$ cat config.mk
export PLATFORM = sky130hd
export DESIGN_NAME = cycle_stamp_counter
export DESIGN_NICKNAME = d
export VERILOG_FILES = /design/src/stamp_pkg.sv /design/src/stamp_tick_gen.sv /design/src/cycle_stamp_counter.sv
export SDC_FILE = /design/constraint.sdc
export NUM_CORES = 1
export LEC_CHECK = 0
export ABC_CLOCK_PERIOD_IN_PS = 9650
export BUFFER_PORTS_ARGS = -buffer_cell sky130_fd_sc_hd__buf_2
export CAP_MARGIN = 20
export CORE_MARGIN = 2
export CORE_UTILIZATION = 31
export CTS_BUF_LIST = sky130_fd_sc_hd__clkbuf_8
export CTS_CLUSTER_SIZE = 12
export DETAILED_ROUTE_END_ITERATION = 6
export PLACE_DENSITY_LB_ADDON = 0.05
export RECOVER_POWER = 100
export SLEW_MARGIN = 20
export SYNTH_ARGS = -nofsm -noshare
export SYNTH_HDL_FRONTEND = slang
export SYNTH_SLANG_ARGS = --single-unit
$ cat constraint.sdc
create_clock -name clock -period 9.65 [get_ports clock]
set_clock_uncertainty 0.2 [all_clocks]
set_input_delay 0.965 -clock clock [delete_from_list [all_inputs] [get_ports clock]]
set_output_delay 0.965 -clock clock [all_outputs]
set_load 0.005 [all_outputs]
$ cat src/stamp_pkg.sv
package stamp_pkg;
    localparam int unsigned count_width = 64;
    localparam int unsigned half_width = 32;
    localparam int unsigned aux_width = 32;
    localparam logic [31:0] stamp_count_addr = 32'h0000_0010;
    localparam logic [31:0] aux_signature_addr = 32'hC000_0103;
    localparam logic [63:0] count_reset = 64'h0000_0000_0000_0000;
    localparam logic [31:0] aux_reset = 32'h0000_0000;
    localparam int unsigned present_bit = 4;
    localparam int unsigned tsd_bit = 2;
    localparam int unsigned invariant_bit = 8;
    localparam int unsigned paired_bit = 27;
    localparam logic [31:0] leaf_basic = 32'h0000_0001;
    localparam logic [31:0] leaf_ext_one = 32'h8000_0001;
    localparam logic [31:0] leaf_ext_seven = 32'h8000_0007;
    localparam int unsigned clock_mhz = 250;
    localparam int unsigned wrap_years = 10;
    typedef enum logic [1:0] {
        rate_core,
        rate_const,
        rate_invariant
    } rate_mode_t;
    typedef enum logic [1:0] {
        op_none,
        op_read,
        op_read_paired,
        op_model_read
    } read_op_t;
endpackage : stamp_pkg

$ cat src/stamp_tick_gen.sv
`timescale 1ns/100ps
// Produces the counting events for each rate mode.
module stamp_tick_gen #(
    parameter int unsigned DIV_WIDTH = 8
) (
    input wire logic clock,
    input wire logic sys_rst,
    input wire stamp_pkg::rate_mode_t rate_mode,
    input wire logic core_clk_en,
    input wire logic [DIV_WIDTH-1:0] const_divide,
    input wire logic deep_sleep_pin,
    output logic tick
);
    logic [DIV_WIDTH-1:0] div_reg;
    logic [DIV_WIDTH-1:0] div_next;
    logic div_wrap;
    logic tick_next;

    initial begin
        if (DIV_WIDTH < 1 || DIV_WIDTH > 16) begin
            $error("DIV_WIDTH out of range");
        end
    end

    // Constant rate ignores the core clock gate, so frequency steps stay out
    assign div_wrap = (div_reg >= const_divide);
    assign div_next = div_wrap ? '0 : div_reg + 1'b1;
    assign tick_next = deep_sleep_pin ? 1'b0 :
        (rate_mode == stamp_pkg::rate_core) ? core_clk_en :
        div_wrap;

    always_ff @(posedge clock or posedge sys_rst) begin
        if (sys_rst) begin
            div_reg <= '0;
            tick <= 1'b0;
        end else begin
            div_reg <= deep_sleep_pin ? div_reg : div_next;
            tick <= tick_next;
        end
    end

    a_sleep_no_tick: assert property (@(posedge clock) disable iff (sys_rst)
        deep_sleep_pin |=> !tick)
        else $error("tick during deep sleep");
    a_const_period: assert property (@(posedge clock) disable iff (sys_rst)
        (rate_mode != stamp_pkg::rate_core && !deep_sleep_pin
         && const_divide == '0 && $past(!deep_sleep_pin)) |=> tick)
        else $error("constant rate tick missing");
endmodule : stamp_tick_gen

$ cat src/cycle_stamp_counter.sv
`timescale 1ns/100ps
// How it works
// 64-bit counter cleared to zero on reset
// keeps counting through halt and stop-clock
// deep-sleep pin freezes the counter
// legacy mode counts every core clock
// constant mode counts at fixed divided rate
// reads return strictly increasing values; code returns the same count again when no event falls between two reads
// rate slow enough: no wrap in ten years
// read gated to ring 0 when disable set
// read samples without waiting for others
// model register 10H reads, writes counter
// older write loads low half, clears high
// newer write loads all 64 bits
// query leaf 1 EDX bit 4 reports counter
// invariant support in leaf 80000007H bit 8
// 32-bit auxiliary signature register, software set
// paired read returns count and signature together
// paired read flag at 80000001H bit 27
// each event adds one, wraps to zero
module cycle_stamp_counter #(
    parameter stamp_pkg::rate_mode_t RATE_MODE = stamp_pkg::rate_invariant,
    parameter bit FULL_WRITE = 1'b1,
    parameter int unsigned DIV_WIDTH = 8
) (
    input wire logic clock,
    input wire logic sys_rst,
    input wire logic core_clk_en,
    input wire logic [DIV_WIDTH-1:0] const_divide,
    input wire logic halted,
    input wire logic stop_clock_pin,
    input wire logic deep_sleep_pin,
    input wire logic [31:0] control_register_four,
    input wire logic [1:0] cur_priv,
    input wire logic v86_mode,
    input wire logic read_stamp_instruction,
    input wire logic paired_stamp_read_instruction,
    input wire logic model_register_read,
    input wire logic model_register_write,
    input wire logic [31:0] model_addr,
    input wire logic [63:0] model_wdata,
    input wire logic feature_query_instruction,
    input wire logic [31:0] query_leaf,
    output logic read_valid,
    output logic read_fault,
    output logic [31:0] eax_out,
    output logic [31:0] edx_out,
    output logic [31:0] ecx_out,
    output logic ecx_valid,
    output logic model_fault
);
    localparam int unsigned cw = stamp_pkg::count_width;
    localparam int unsigned hw = stamp_pkg::half_width;

    logic [63:0] cycle_stamp_count_reg;
    logic [63:0] count_next;
    logic [31:0] stamp_aux_signature_reg;
    logic [31:0] aux_next;
    logic tick;
    logic stamp_disable_flag;
    logic ring0;
    logic instr_ok;
    logic any_instr;
    logic hit_count;
    logic hit_aux;
    logic wr_count;
    logic wr_aux;
    logic [63:0] write_value;
    logic [63:0] read_value;
    logic [31:0] query_edx;
    logic model_ok;
    logic read_valid_next;
    logic read_fault_next;
    logic ecx_valid_next;
    logic model_fault_next;
    logic [31:0] eax_next;
    logic [31:0] edx_next;
    logic [31:0] ecx_next;

    initial begin
        if (DIV_WIDTH < 1 || DIV_WIDTH > 16) begin
            $error("DIV_WIDTH out of range");
        end
    end

    // Adds one with natural 64-bit wrap
    function automatic logic [63:0] bump(input logic [63:0] v);
        bump = v + 64'h0000_0000_0000_0001;
    endfunction : bump

    // Low word of a 64-bit value
    function automatic logic [31:0] low_half(input logic [63:0] v);
        low_half = v[hw-1:0];
    endfunction : low_half

    stamp_tick_gen #(
        .DIV_WIDTH(DIV_WIDTH)
    ) u_tick (
        .clock(clock),
        .sys_rst(sys_rst),
        .rate_mode(RATE_MODE),
        .core_clk_en(core_clk_en),
        .const_divide(const_divide),
        .deep_sleep_pin(deep_sleep_pin),
        .tick(tick)
    );

    // Halt and stop-clock deliberately not used to gate counting
    // 64 bits at 250 MHz wrap after centuries, so ten years is safe
    assign stamp_disable_flag = control_register_four[stamp_pkg::tsd_bit];
    assign ring0 = (cur_priv == 2'h0) && !v86_mode;
    assign instr_ok = !stamp_disable_flag || ring0;
    assign any_instr = read_stamp_instruction
        || paired_stamp_read_instruction;

    assign hit_count = (model_addr == stamp_pkg::stamp_count_addr);
    assign hit_aux = (model_addr == stamp_pkg::aux_signature_addr);
    assign model_ok = ring0 && (hit_count || hit_aux);
    assign wr_count = model_register_write && model_ok && hit_count;
    assign wr_aux = model_register_write && model_ok && hit_aux;

    assign write_value = FULL_WRITE ? model_wdata
        : {32'h0000_0000, low_half(model_wdata)};

    // Software write wins over a tick in the same cycle
    assign count_next = wr_count ? write_value
        : tick ? bump(cycle_stamp_count_reg)
        : cycle_stamp_count_reg;
    assign aux_next = wr_aux ? low_half(model_wdata)
        : stamp_aux_signature_reg;

    // Reads see the live count with no ordering stall
    assign read_value = hit_aux ? {32'h0000_0000, stamp_aux_signature_reg}
        : cycle_stamp_count_reg;

    assign query_edx =
        (query_leaf == stamp_pkg::leaf_basic)
            ? (32'h0000_0001 << stamp_pkg::present_bit)
        : (query_leaf == stamp_pkg::leaf_ext_one)
            ? (32'h0000_0001 << stamp_pkg::paired_bit)
        : (query_leaf == stamp_pkg::leaf_ext_seven
           && RATE_MODE == stamp_pkg::rate_invariant)
            ? (32'h0000_0001 << stamp_pkg::invariant_bit)
        : 32'h0000_0000;

    assign read_valid_next = (any_instr && instr_ok)
        || (model_register_read && model_ok)
        || feature_query_instruction;
    assign read_fault_next = any_instr && !instr_ok;
    assign model_fault_next = (model_register_read || model_register_write)
        && !model_ok;
    assign ecx_valid_next = paired_stamp_read_instruction && instr_ok;

    assign eax_next = feature_query_instruction ? 32'h0000_0000
        : (any_instr && instr_ok) ? low_half(cycle_stamp_count_reg)
        : (model_register_read && model_ok) ? low_half(read_value)
        : 32'h0000_0000;
    assign edx_next = feature_query_instruction ? query_edx
        : (any_instr && instr_ok) ? cycle_stamp_count_reg[cw-1:hw]
        : (model_register_read && model_ok) ? read_value[cw-1:hw]
        : 32'h0000_0000;
    // Same-cycle sample of count and signature keeps them indivisible
    assign ecx_next = ecx_valid_next ? stamp_aux_signature_reg
        : 32'h0000_0000;

    always_ff @(posedge clock or posedge sys_rst) begin
        if (sys_rst) begin
            cycle_stamp_count_reg <= stamp_pkg::count_reset;
            stamp_aux_signature_reg <= stamp_pkg::aux_reset;
        end else begin
            cycle_stamp_count_reg <= count_next;
            stamp_aux_signature_reg <= aux_next;
        end
    end

    always_ff @(posedge clock or posedge sys_rst) begin
        if (sys_rst) begin
            read_valid <= 1'b0;
            read_fault <= 1'b0;
            model_fault <= 1'b0;
            ecx_valid <= 1'b0;
            eax_out <= 32'h0000_0000;
            edx_out <= 32'h0000_0000;
            ecx_out <= 32'h0000_0000;
        end else begin
            read_valid <= read_valid_next;
            read_fault <= read_fault_next;
            model_fault <= model_fault_next;
            ecx_valid <= ecx_valid_next;
            eax_out <= eax_next;
            edx_out <= edx_next;
            ecx_out <= ecx_next;
        end
    end

    a_reset_zero: assert property (@(posedge clock)
        $fell(sys_rst) |-> cycle_stamp_count_reg == 64'h0)
        else $error("count not zero after reset");
    a_tick_adds_one: assert property (@(posedge clock) disable iff (sys_rst)
        (tick && !wr_count) |=>
        cycle_stamp_count_reg == $past(cycle_stamp_count_reg) + 64'h1)

        else $error("tick did not add one");
    a_halt_counts: assert property (@(posedge clock) disable iff (sys_rst)
        (tick && (halted || stop_clock_pin) && !wr_count) |=>
        cycle_stamp_count_reg != $past(cycle_stamp_count_reg))
        else $error("halt stopped count");
    a_sleep_holds: assert property (@(posedge clock) disable iff (sys_rst)
        (deep_sleep_pin && !wr_count) ##1 (deep_sleep_pin && !wr_count)
        |=> $stable(cycle_stamp_count_reg))
        else $error("count moved in deep sleep");
    a_no_tick_holds: assert property (@(posedge clock) disable iff (sys_rst)
        (!tick && !wr_count) |=> $stable(cycle_stamp_count_reg))
        else $error("count moved without event");
    a_priv_fault: assert property (@(posedge clock) disable iff (sys_rst)
        (read_stamp_instruction && stamp_disable_flag && cur_priv != 2'h0)
        |=> read_fault && !read_valid)
        else $error("user read not refused");
    a_paired_sig: assert property (@(posedge clock) disable iff (sys_rst)
        (paired_stamp_read_instruction && instr_ok) |=>
        ecx_valid && ecx_out == $past(stamp_aux_signature_reg)
        && eax_out == $past(cycle_stamp_count_reg[31:0]))
        else $error("paired read mismatch");
    a_write_half: assert property (@(posedge clock) disable iff (sys_rst)
        (wr_count && !FULL_WRITE) |=>
        cycle_stamp_count_reg[63:32] == 32'h0)
        else $error("high half not cleared");
    a_write_full: assert property (@(posedge clock) disable iff (sys_rst)
        (wr_count && FULL_WRITE) |=>
        cycle_stamp_count_reg == $past(model_wdata))
        else $error("full write lost");
    a_query_bit: assert property (@(posedge clock) disable iff (sys_rst)
        (feature_query_instruction && query_leaf == 32'h1) |=>
        edx_out[4])
        else $error("present flag missing");

    // Refusal must reach software; a silent drop would hide the access
    a_model_refuse: assert property (@(posedge clock) disable iff (sys_rst)
        ((model_register_read || model_register_write) && !ring0)
        |=> model_fault)
        else $error("non ring 0 model access not refused");

    a_model_count: assert property (@(posedge clock) disable iff (sys_rst)
        (model_register_read && ring0 && hit_count
         && !feature_query_instruction && !any_instr)
        |=> read_valid
        && {edx_out, eax_out} == $past(cycle_stamp_count_reg))
        else $error("model read of count wrong");

    a_aux_write: assert property (@(posedge clock) disable iff (sys_rst)
        wr_aux |=>
        stamp_aux_signature_reg == $past(model_wdata[31:0]))
        else $error("signature write lost");

    a_aux_read: assert property (@(posedge clock) disable iff (sys_rst)
        (model_register_read && ring0 && hit_aux
         && !feature_query_instruction && !any_instr)
        |=> edx_out == 32'h0000_0000
        && eax_out == $past(stamp_aux_signature_reg))
        else $error("model read of signature wrong");

    // Value sampled at the request edge, before that edge's update
    a_read_value: assert property (@(posedge clock) disable iff (sys_rst)
        (read_stamp_instruction && instr_ok && !feature_query_instruction)
        |=> read_valid
        && {edx_out, eax_out} == $past(cycle_stamp_count_reg))
        else $error("stamp read value wrong");

    a_paired_high: assert property (@(posedge clock) disable iff (sys_rst)
        (paired_stamp_read_instruction && instr_ok
         && !feature_query_instruction)
        |=> edx_out == $past(cycle_stamp_count_reg[63:32]))
        else $error("paired read high word wrong");

    a_ext_flag: assert property (@(posedge clock) disable iff (sys_rst)
        (feature_query_instruction
         && query_leaf == stamp_pkg::leaf_ext_one)
        |=> edx_out[27])
        else $error("paired read flag missing");

    a_invariant_flag: assert property (@(posedge clock) disable iff (sys_rst)
        (feature_query_instruction
         && query_leaf == stamp_pkg::leaf_ext_seven)
        |=> edx_out[8] == (RATE_MODE == stamp_pkg::rate_invariant))
        else $error("invariant flag wrong");

    // Virtual-8086 code is never ring 0, whatever the level field says
    a_v86_refuse: assert property (@(posedge clock) disable iff (sys_rst)
        (read_stamp_instruction && stamp_disable_flag && v86_mode)
        |=> read_fault)
        else $error("v86 read not refused");

    a_open_read: assert property (@(posedge clock) disable iff (sys_rst)
        (any_instr && !stamp_disable_flag) |=> !read_fault)
        else $error("read refused while allowed");

    a_ecx_idle: assert property (@(posedge clock) disable iff (sys_rst)
        !ecx_valid |-> ecx_out == 32'h0000_0000)
        else $error("signature shown without paired read");

    a_write_wins: assert property (@(posedge clock) disable iff (sys_rst)
        (wr_count && tick)
        |=> cycle_stamp_count_reg == $past(write_value))
        else $error("tick beat a software write");

    a_wrap_zero: assert property (@(posedge clock) disable iff (sys_rst)
        (tick && !wr_count && (&cycle_stamp_count_reg))
        |=> cycle_stamp_count_reg == 64'h0000_0000_0000_0000)
        else $error("count did not wrap to zero");

    c_user_read: cover property (@(posedge clock) disable iff (sys_rst)
        read_stamp_instruction && instr_ok && cur_priv == 2'h3);
    c_paired: cover property (@(posedge clock) disable iff (sys_rst)
        paired_stamp_read_instruction && instr_ok);
    c_sleep: cover property (@(posedge clock) disable iff (sys_rst)
        deep_sleep_pin ##1 !deep_sleep_pin);
    c_write: cover property (@(posedge clock) disable iff (sys_rst)
        wr_count);
    c_wrap: cover property (@(posedge clock) disable iff (sys_rst)
        tick && (&cycle_stamp_count_reg));
endmodule : cycle_stamp_counter

-- Word level (Yosys, flattened, before mapping)
Index checks and enable logic that the tools add are counted.
- $add $sub $neg: 2
- order comparisons: 1
- equal/unequal tests: 5
- muxes and demuxes: 15
- reductions and logical operators: 22
- operators with widths (operator ; number):
    2-to-1 mux 32 bit ; 7
    2-to-1 mux 64 bit ; 3
    equality test 32 bit (second input constant) ; 3
    adder 64 x 1 -> 64 bit (second input constant) ; 1
    2-to-1 mux 28 bit ; 2
    equality test 32 x 1 -> 1 bit (second input constant) ; 1
    equality test 32 x 5 -> 1 bit (second input constant) ; 1
    logical AND 1 bit ; 10
    2-to-1 mux 9 bit ; 1
    adder 8 x 1 -> 8 bit (second input constant) ; 1
    greater-or-equal comparator 8 bit ; 1
    2-to-1 mux 8 bit ; 1
    logical OR 1 bit ; 6
    zero test 1 bit ; 4
    zero test 2 bit ; 1
    nonzero test 2 bit ; 1
    2-to-1 mux 1 bit ; 1
- flip-flop bits (word level): 205
- input bits: 182
- output and inout bits: 100
- logic and storage cells: 56

-- Logic depth before layout (Yosys ltp)
- depth in word-level cells: 7
- mapped depth: 9
- mapped depth without buffers: 8

-- Modules after synthesis
From an unflattened synthesis, not the netlist that was laid out.
- cells, all modules: 899
- area total of the unflattened synthesis: 9142.5 µm²
- modules (own cells, without submodules) (module ; times used ; cells an instance ; area each (µm²) ; sequential area each (µm²)):
    cycle_stamp_counter ; 1 ; 828 ; 8499.4 ; 4904.7
    stamp_tick_gen ; 1 ; 71 ; 643.1 ; 225.2

-- Least setup slack after synthesis
Ideal clock, no wire load.
- path kind: in2reg
- from: input port model_addr[8]
- to: register edx_out[18]
- setup time: 0.066 ns
- arrival: 2.723 ns
- data required time: 9.384 ns
- setup slack: 6.661 ns
- cell stages on the path: 8
- path buffers: 2
- path through: or4b_1 nor3_1 or2_2 a41oi_1 nor2_1 buf_2 clkbuf_1 and2_1
- cells in the longest elaborated chain, start to end: 7
- elaborated cells between the ends (all ways): 9
- ends and longest elaborated chain (item ; line ; text):
    from (decl) ; cycle_stamp_counter.sv:40 ; input wire logic [31:0] model_addr,
    equality test 32 x 5 -> 1 bit / equality test 32 bit (equally long branches) ; cycle_stamp_counter.sv:116, cycle_stamp_counter.sv:117 ;
    logical OR 1 bit ; cycle_stamp_counter.sv:118 ; assign model_ok = ring0 && (hit_count || hit_aux);
    logical AND 1 bit ; cycle_stamp_counter.sv:118 ;
    logical AND 1 bit ; cycle_stamp_counter.sv:160 ; : (model_register_read && model_ok) ? read_value[cw-1:hw]
    2-to-1 mux 32 bit (*) ; cycle_stamp_counter.sv:160 ;
    2-to-1 mux 32 bit (*) ; cycle_stamp_counter.sv:159 ; : (any_instr && instr_ok) ? cycle_stamp_count_reg[cw-1:hw]
    2-to-1 mux 32 bit (*) ; cycle_stamp_counter.sv:158 ; assign edx_next = feature_query_instruction ? query_edx
    net edx_next[18] ; cycle_stamp_counter.sv:77 ; logic [31:0] edx_next;
    to (signal assigned) ; cycle_stamp_counter.sv:191 ; edx_out <= edx_next;
    to (decl) ; cycle_stamp_counter.sv:47 ; output logic [31:0] edx_out,
Mark *: on every way through the listed nets, which the timed path passes. The rest lies on a longest branch.
A chain may end at the register's enable or synchronous reset.

-- Worst setup path in the final report
- from: input port cur_priv[1]
- to: register edx_out[4]
- cells in the longest elaborated chain, start to end: 7
- elaborated cells between the ends (all ways): 9
- ends and longest elaborated chain (item ; line ; text):
    from (decl) ; cycle_stamp_counter.sv:34 ; input wire logic [1:0] cur_priv,
    zero test 2 bit (*) ; cycle_stamp_counter.sv:111 ; assign ring0 = (cur_priv == 2'h0) && !v86_mode;
    logical AND 1 bit (*) ; cycle_stamp_counter.sv:111 ;
    logical AND 1 bit ; cycle_stamp_counter.sv:118 ;
    logical AND 1 bit ; cycle_stamp_counter.sv:160 ;
    2-to-1 mux 32 bit ; cycle_stamp_counter.sv:160 ;
    2-to-1 mux 32 bit (*) ; cycle_stamp_counter.sv:159 ;
    2-to-1 mux 32 bit (*) ; cycle_stamp_counter.sv:158 ;
    net edx_next[4] ; cycle_stamp_counter.sv:77 ;
Marks and branches as above.

==> summary.md <==
| Metric | Value |
|---|---|
| Maximum clock path buffer count | 3 |
| Design area | 11300 um^2 |
| Min-Delay Path Class | flip-flop to flip-flop |
| Count of flip-flops with a built-in enable after synthesis | 0 |
| Warnings from Yosys | 0 |
| Status | complete, but fails checks |
| Post-CTS Resized | 0 |
| Area grow syn2layout | 24.1% |
| Most frequent cells after synthesis | dfrtp_1 (205), nand2_1 (156), o21ai_0 (57) |
| Reg2reg end | cycle_stamp_count_reg[60]$_DFFE_PP0P_ |
| # IOs | 282 |
| VDD IR max | 96.3 uV |
| GPL Wtd Cong | 0.734 |
| WP data required | 9.86 ns |
| Layout cells sized above 1 | 25.8% |
| Max-Cap Viols | 5 |
| Cell Area, Synth | 9120 um^2 |
| Worst Path Arrival | 5.55 ns |
| Distinct cells, synth | 54 |
| PortBufs | 247 |
| Crit-path max cell delay | 1.29 ns |
| Average size of a mapped cell | 10.4 um^2 |
| Core area | 28900 um^2 |
| Fillers | 3031 |
| Die height | 175 um |
| Violated checks | capacitance limit, slew limit |
| Clk_lat worst skew | 0.53 ns |
| Worst-path fanout max | 35 |
| Ordered cell list for the critical path | clkbuf_1 -> o31ai_1 -> clkbuf_1 -> o21a_1 -> and2_0 -> a41oi_1 -> clkbuf_1 -> nor2_1 -> clkbuf_1 -> a22o_1 |
| Sum Neg Setup Slack | 0 ns |
| Number of nets with antenna violations after routing | 0 |
| Chip width | 175 um |
| Final Max Slew Viols | 251 |
| Vias per cell | 4.78 |
| DP Area | 10700 um^2 |
| Root Buffer | clkbuf_8 |
| FF-to-FF setup slack | 6.75 ns |
| Largest register FFs | 64 |
| DRC viols | 0 |
| Post-synth top area share | 56.3% |
| Final core utilization | 39.2% |
| Most used cell, CP | clkbuf_1 |
| Post-CTS Setup Bufs | 0 |
| CTS buffer count | 39 |
| Final setup fails | 0 |
| FF-to-FF Start | cycle_stamp_count_reg[7]$_DFFE_PP0P_ |
| Placed cell count | 1471 |
| Rel. slew slack | -194% |
| Seq cells post-synth | 205 |
| Setup crit end kind | flip-flop |
| Fin. Hold Viols | 0 |
| Row cnt | 62 |
| Hold Path Cell Cnt | 1 |
| CTS Sinks | 205 |
| Worst-Margin Slew | 4.38 ns |
| Fraction of registers with async set or reset after synthesis | 100% |
| Overall Power | 2430 uW |
| Wirelength per Cell | 17.6 um |
| Largest net degree at the start of global routing | 98 |
| Final global-route overflow total | 0 |
| Startpoint Class | input port |
| CTS Hold Bufs | 0 |
| Synth area leaders | dfrtp_1 (56%), nand2_1 (6.4%), mux2_2 (4.0%) |
| Htree depth | 2 |
| Biggest area consumer among synthesized cells | dfrtp_1 |
| Final period util | 55.4% |
| Hold path endpoint | edx_out[31]$_DFF_PP0_ |
| PD cells | 215 nW/um^2 |
| Top-count cell post-synth | dfrtp_1 |
| HPWL Detailed | 18100 um |
| RSZ-0062 raised after global routing | false |
| Initial antenna violation count | 2 |
| Area of the multi-input gates | 3710 um^2 |
| Worst Path Class, Setup | input port to flip-flop |
| Tmin final | 5.35 ns |
| Vias in the first global route | 7488 |
| Worst path slowest cell | clkbuf_1 |
| Worst Hold Launch | cycle_stamp_count_reg[63]$_DFFE_PP0P_ |
| First drt pass iteration count | 4 |
| Global-route wire length before repair | 42200 um |
| Synth Net Count | 1066 |
| Initial DRC Count | 289 |
| Seq/Total Area, Yosys | 56.3% |
| Ys flop type | dfrtp_1 |
| Routed Wire Length | 27100 um |
| FMAX | 187 MHz |
| Via count | 7364 |
| CTS tree | built |
| Seq. cell area | 5130 um^2 |
| Post-Layout Cell Count | 1541 |
| R2R cell count | 6 |
| Starting density of the core | 31.6% |
| Synthesized netlist cell count | 874 |
| Nets | 1321 |
| Leak | 0.00542 uW |
| GRT Util Overall | 17.5% |
| Die ar. | 30800 um^2 |
| CTS clk-pin slew, worst paths | 0.05 ns |
==> logic make-up (layout without fill, tap and decap cells) <==
kind of cell / count (synthesis) / count (layout) / synth area share, %
buffers and inverters: 59 / 341 / 3.03
and+or+nand+nor: 383 / 383 / 21.9
xor gates and xnor gates: 66 / 66 / 6.34
AOI/OAI and AO/OA: 118 / 118 / 7.07
DFF: 205 / 205 / 56.3
adders and majority gates: 10 / 10 / 1.37
other: 0 / 1 / 0
muxes: 33 / 33 / 4.06
==> power by group <==
group          internal (uW)  switching (uW)
registers                973             131
logic                    215             347
clock network            407             362
total                   1600             839
==> worst max-delay path, delay by kind of cell <==
family | cells | cell delay [ns]
AND/OR/NAND/NOR | 2 | 0.28
AO/OA/AOI/OAI | 4 | 1.64
buffers and inverters | 4 | 2.63
==> worst max path at each step <==
stage,slack [ns],startpoint,cells after the start,endpoint
after floorplan,2.89,sys_rst,1,cycle_stamp_count_reg[0]$_DFFE_PP0P_
after global placement,5.47,model_addr[3],7,cycle_stamp_count_reg[51]$_DFFE_PP0P_
after detailed placement,5.42,model_addr[3],7,cycle_stamp_count_reg[9]$_DFFE_PP0P_
after CTS,5.98,model_addr[3],7,cycle_stamp_count_reg[59]$_DFFE_PP0P_
after global routing,3.78,cur_priv[1],10,edx_out[4]$_DFF_PP0_
final,4.30,cur_priv[1],10,edx_out[4]$_DFF_PP0_
==> layout by cell type, fill, tap and decap left out, types with 4 or more instances in the layout <==
| master | n |
|---|---|
| and2_0 | 20 |
| nor4_2 | 6 |
| clkbuf_1 | 56 |
| ha_1 | 10 |
| and4_1 | 4 |
| a21oi_1 | 38 |
| and3_1 | 44 |
| o21ai_0 | 65 |
| xnor2_1 | 33 |
| nor2_1 | 26 |
| clkbuf_8 | 43 |
| buf_4 | 5 |
| inv_1 | 36 |
| nand3_1 | 25 |
| mux2_2 | 32 |
| xor2_1 | 33 |
| and2_1 | 10 |
| nor4_1 | 19 |
| dfrtp_1 | 205 |
| nand4_1 | 30 |
| nor3_1 | 18 |
| buf_2 | 195 |
| nand2_1 | 156 |
==> stage by stage <==
stage	hold WS (ns)	worst slack (ns)
floorplan	0.275	2.89
global placement	0.288	5.47
detailed placement	0.289	5.42
CTS	0.303	5.98
global route	0.340	3.78
finish	0.300	4.30
==> routing by layer <==
| metal | global-route usage (%) | share of wire, % | up-vias |
|---|---|---|---|
| met5 | 0 | 0.026 | - |
| met4 | 4.41 | 1.9 | 2 |
| met3 | 3.77 | 6.2 | 46 |
| met2 | 30.1 | 48 | 213 |
| met1 | 22.6 | 44 | 3566 |
| li1 | - | - | 3537 |
==> cell type report <==
type | count | area share, %
inverter | 16 | 0.542
tap | 384 | 4.25
sequential | 205 | 45.4
timing repair buffer | 257 | 10.9
multi-input combinational | 610 | 32.8
clock inverter | 25 | 0.929
antenna | 1 | 0.0221
clock buffer | 43 | 5.23
No activity file was read; power rests on OpenSTA's default activity.
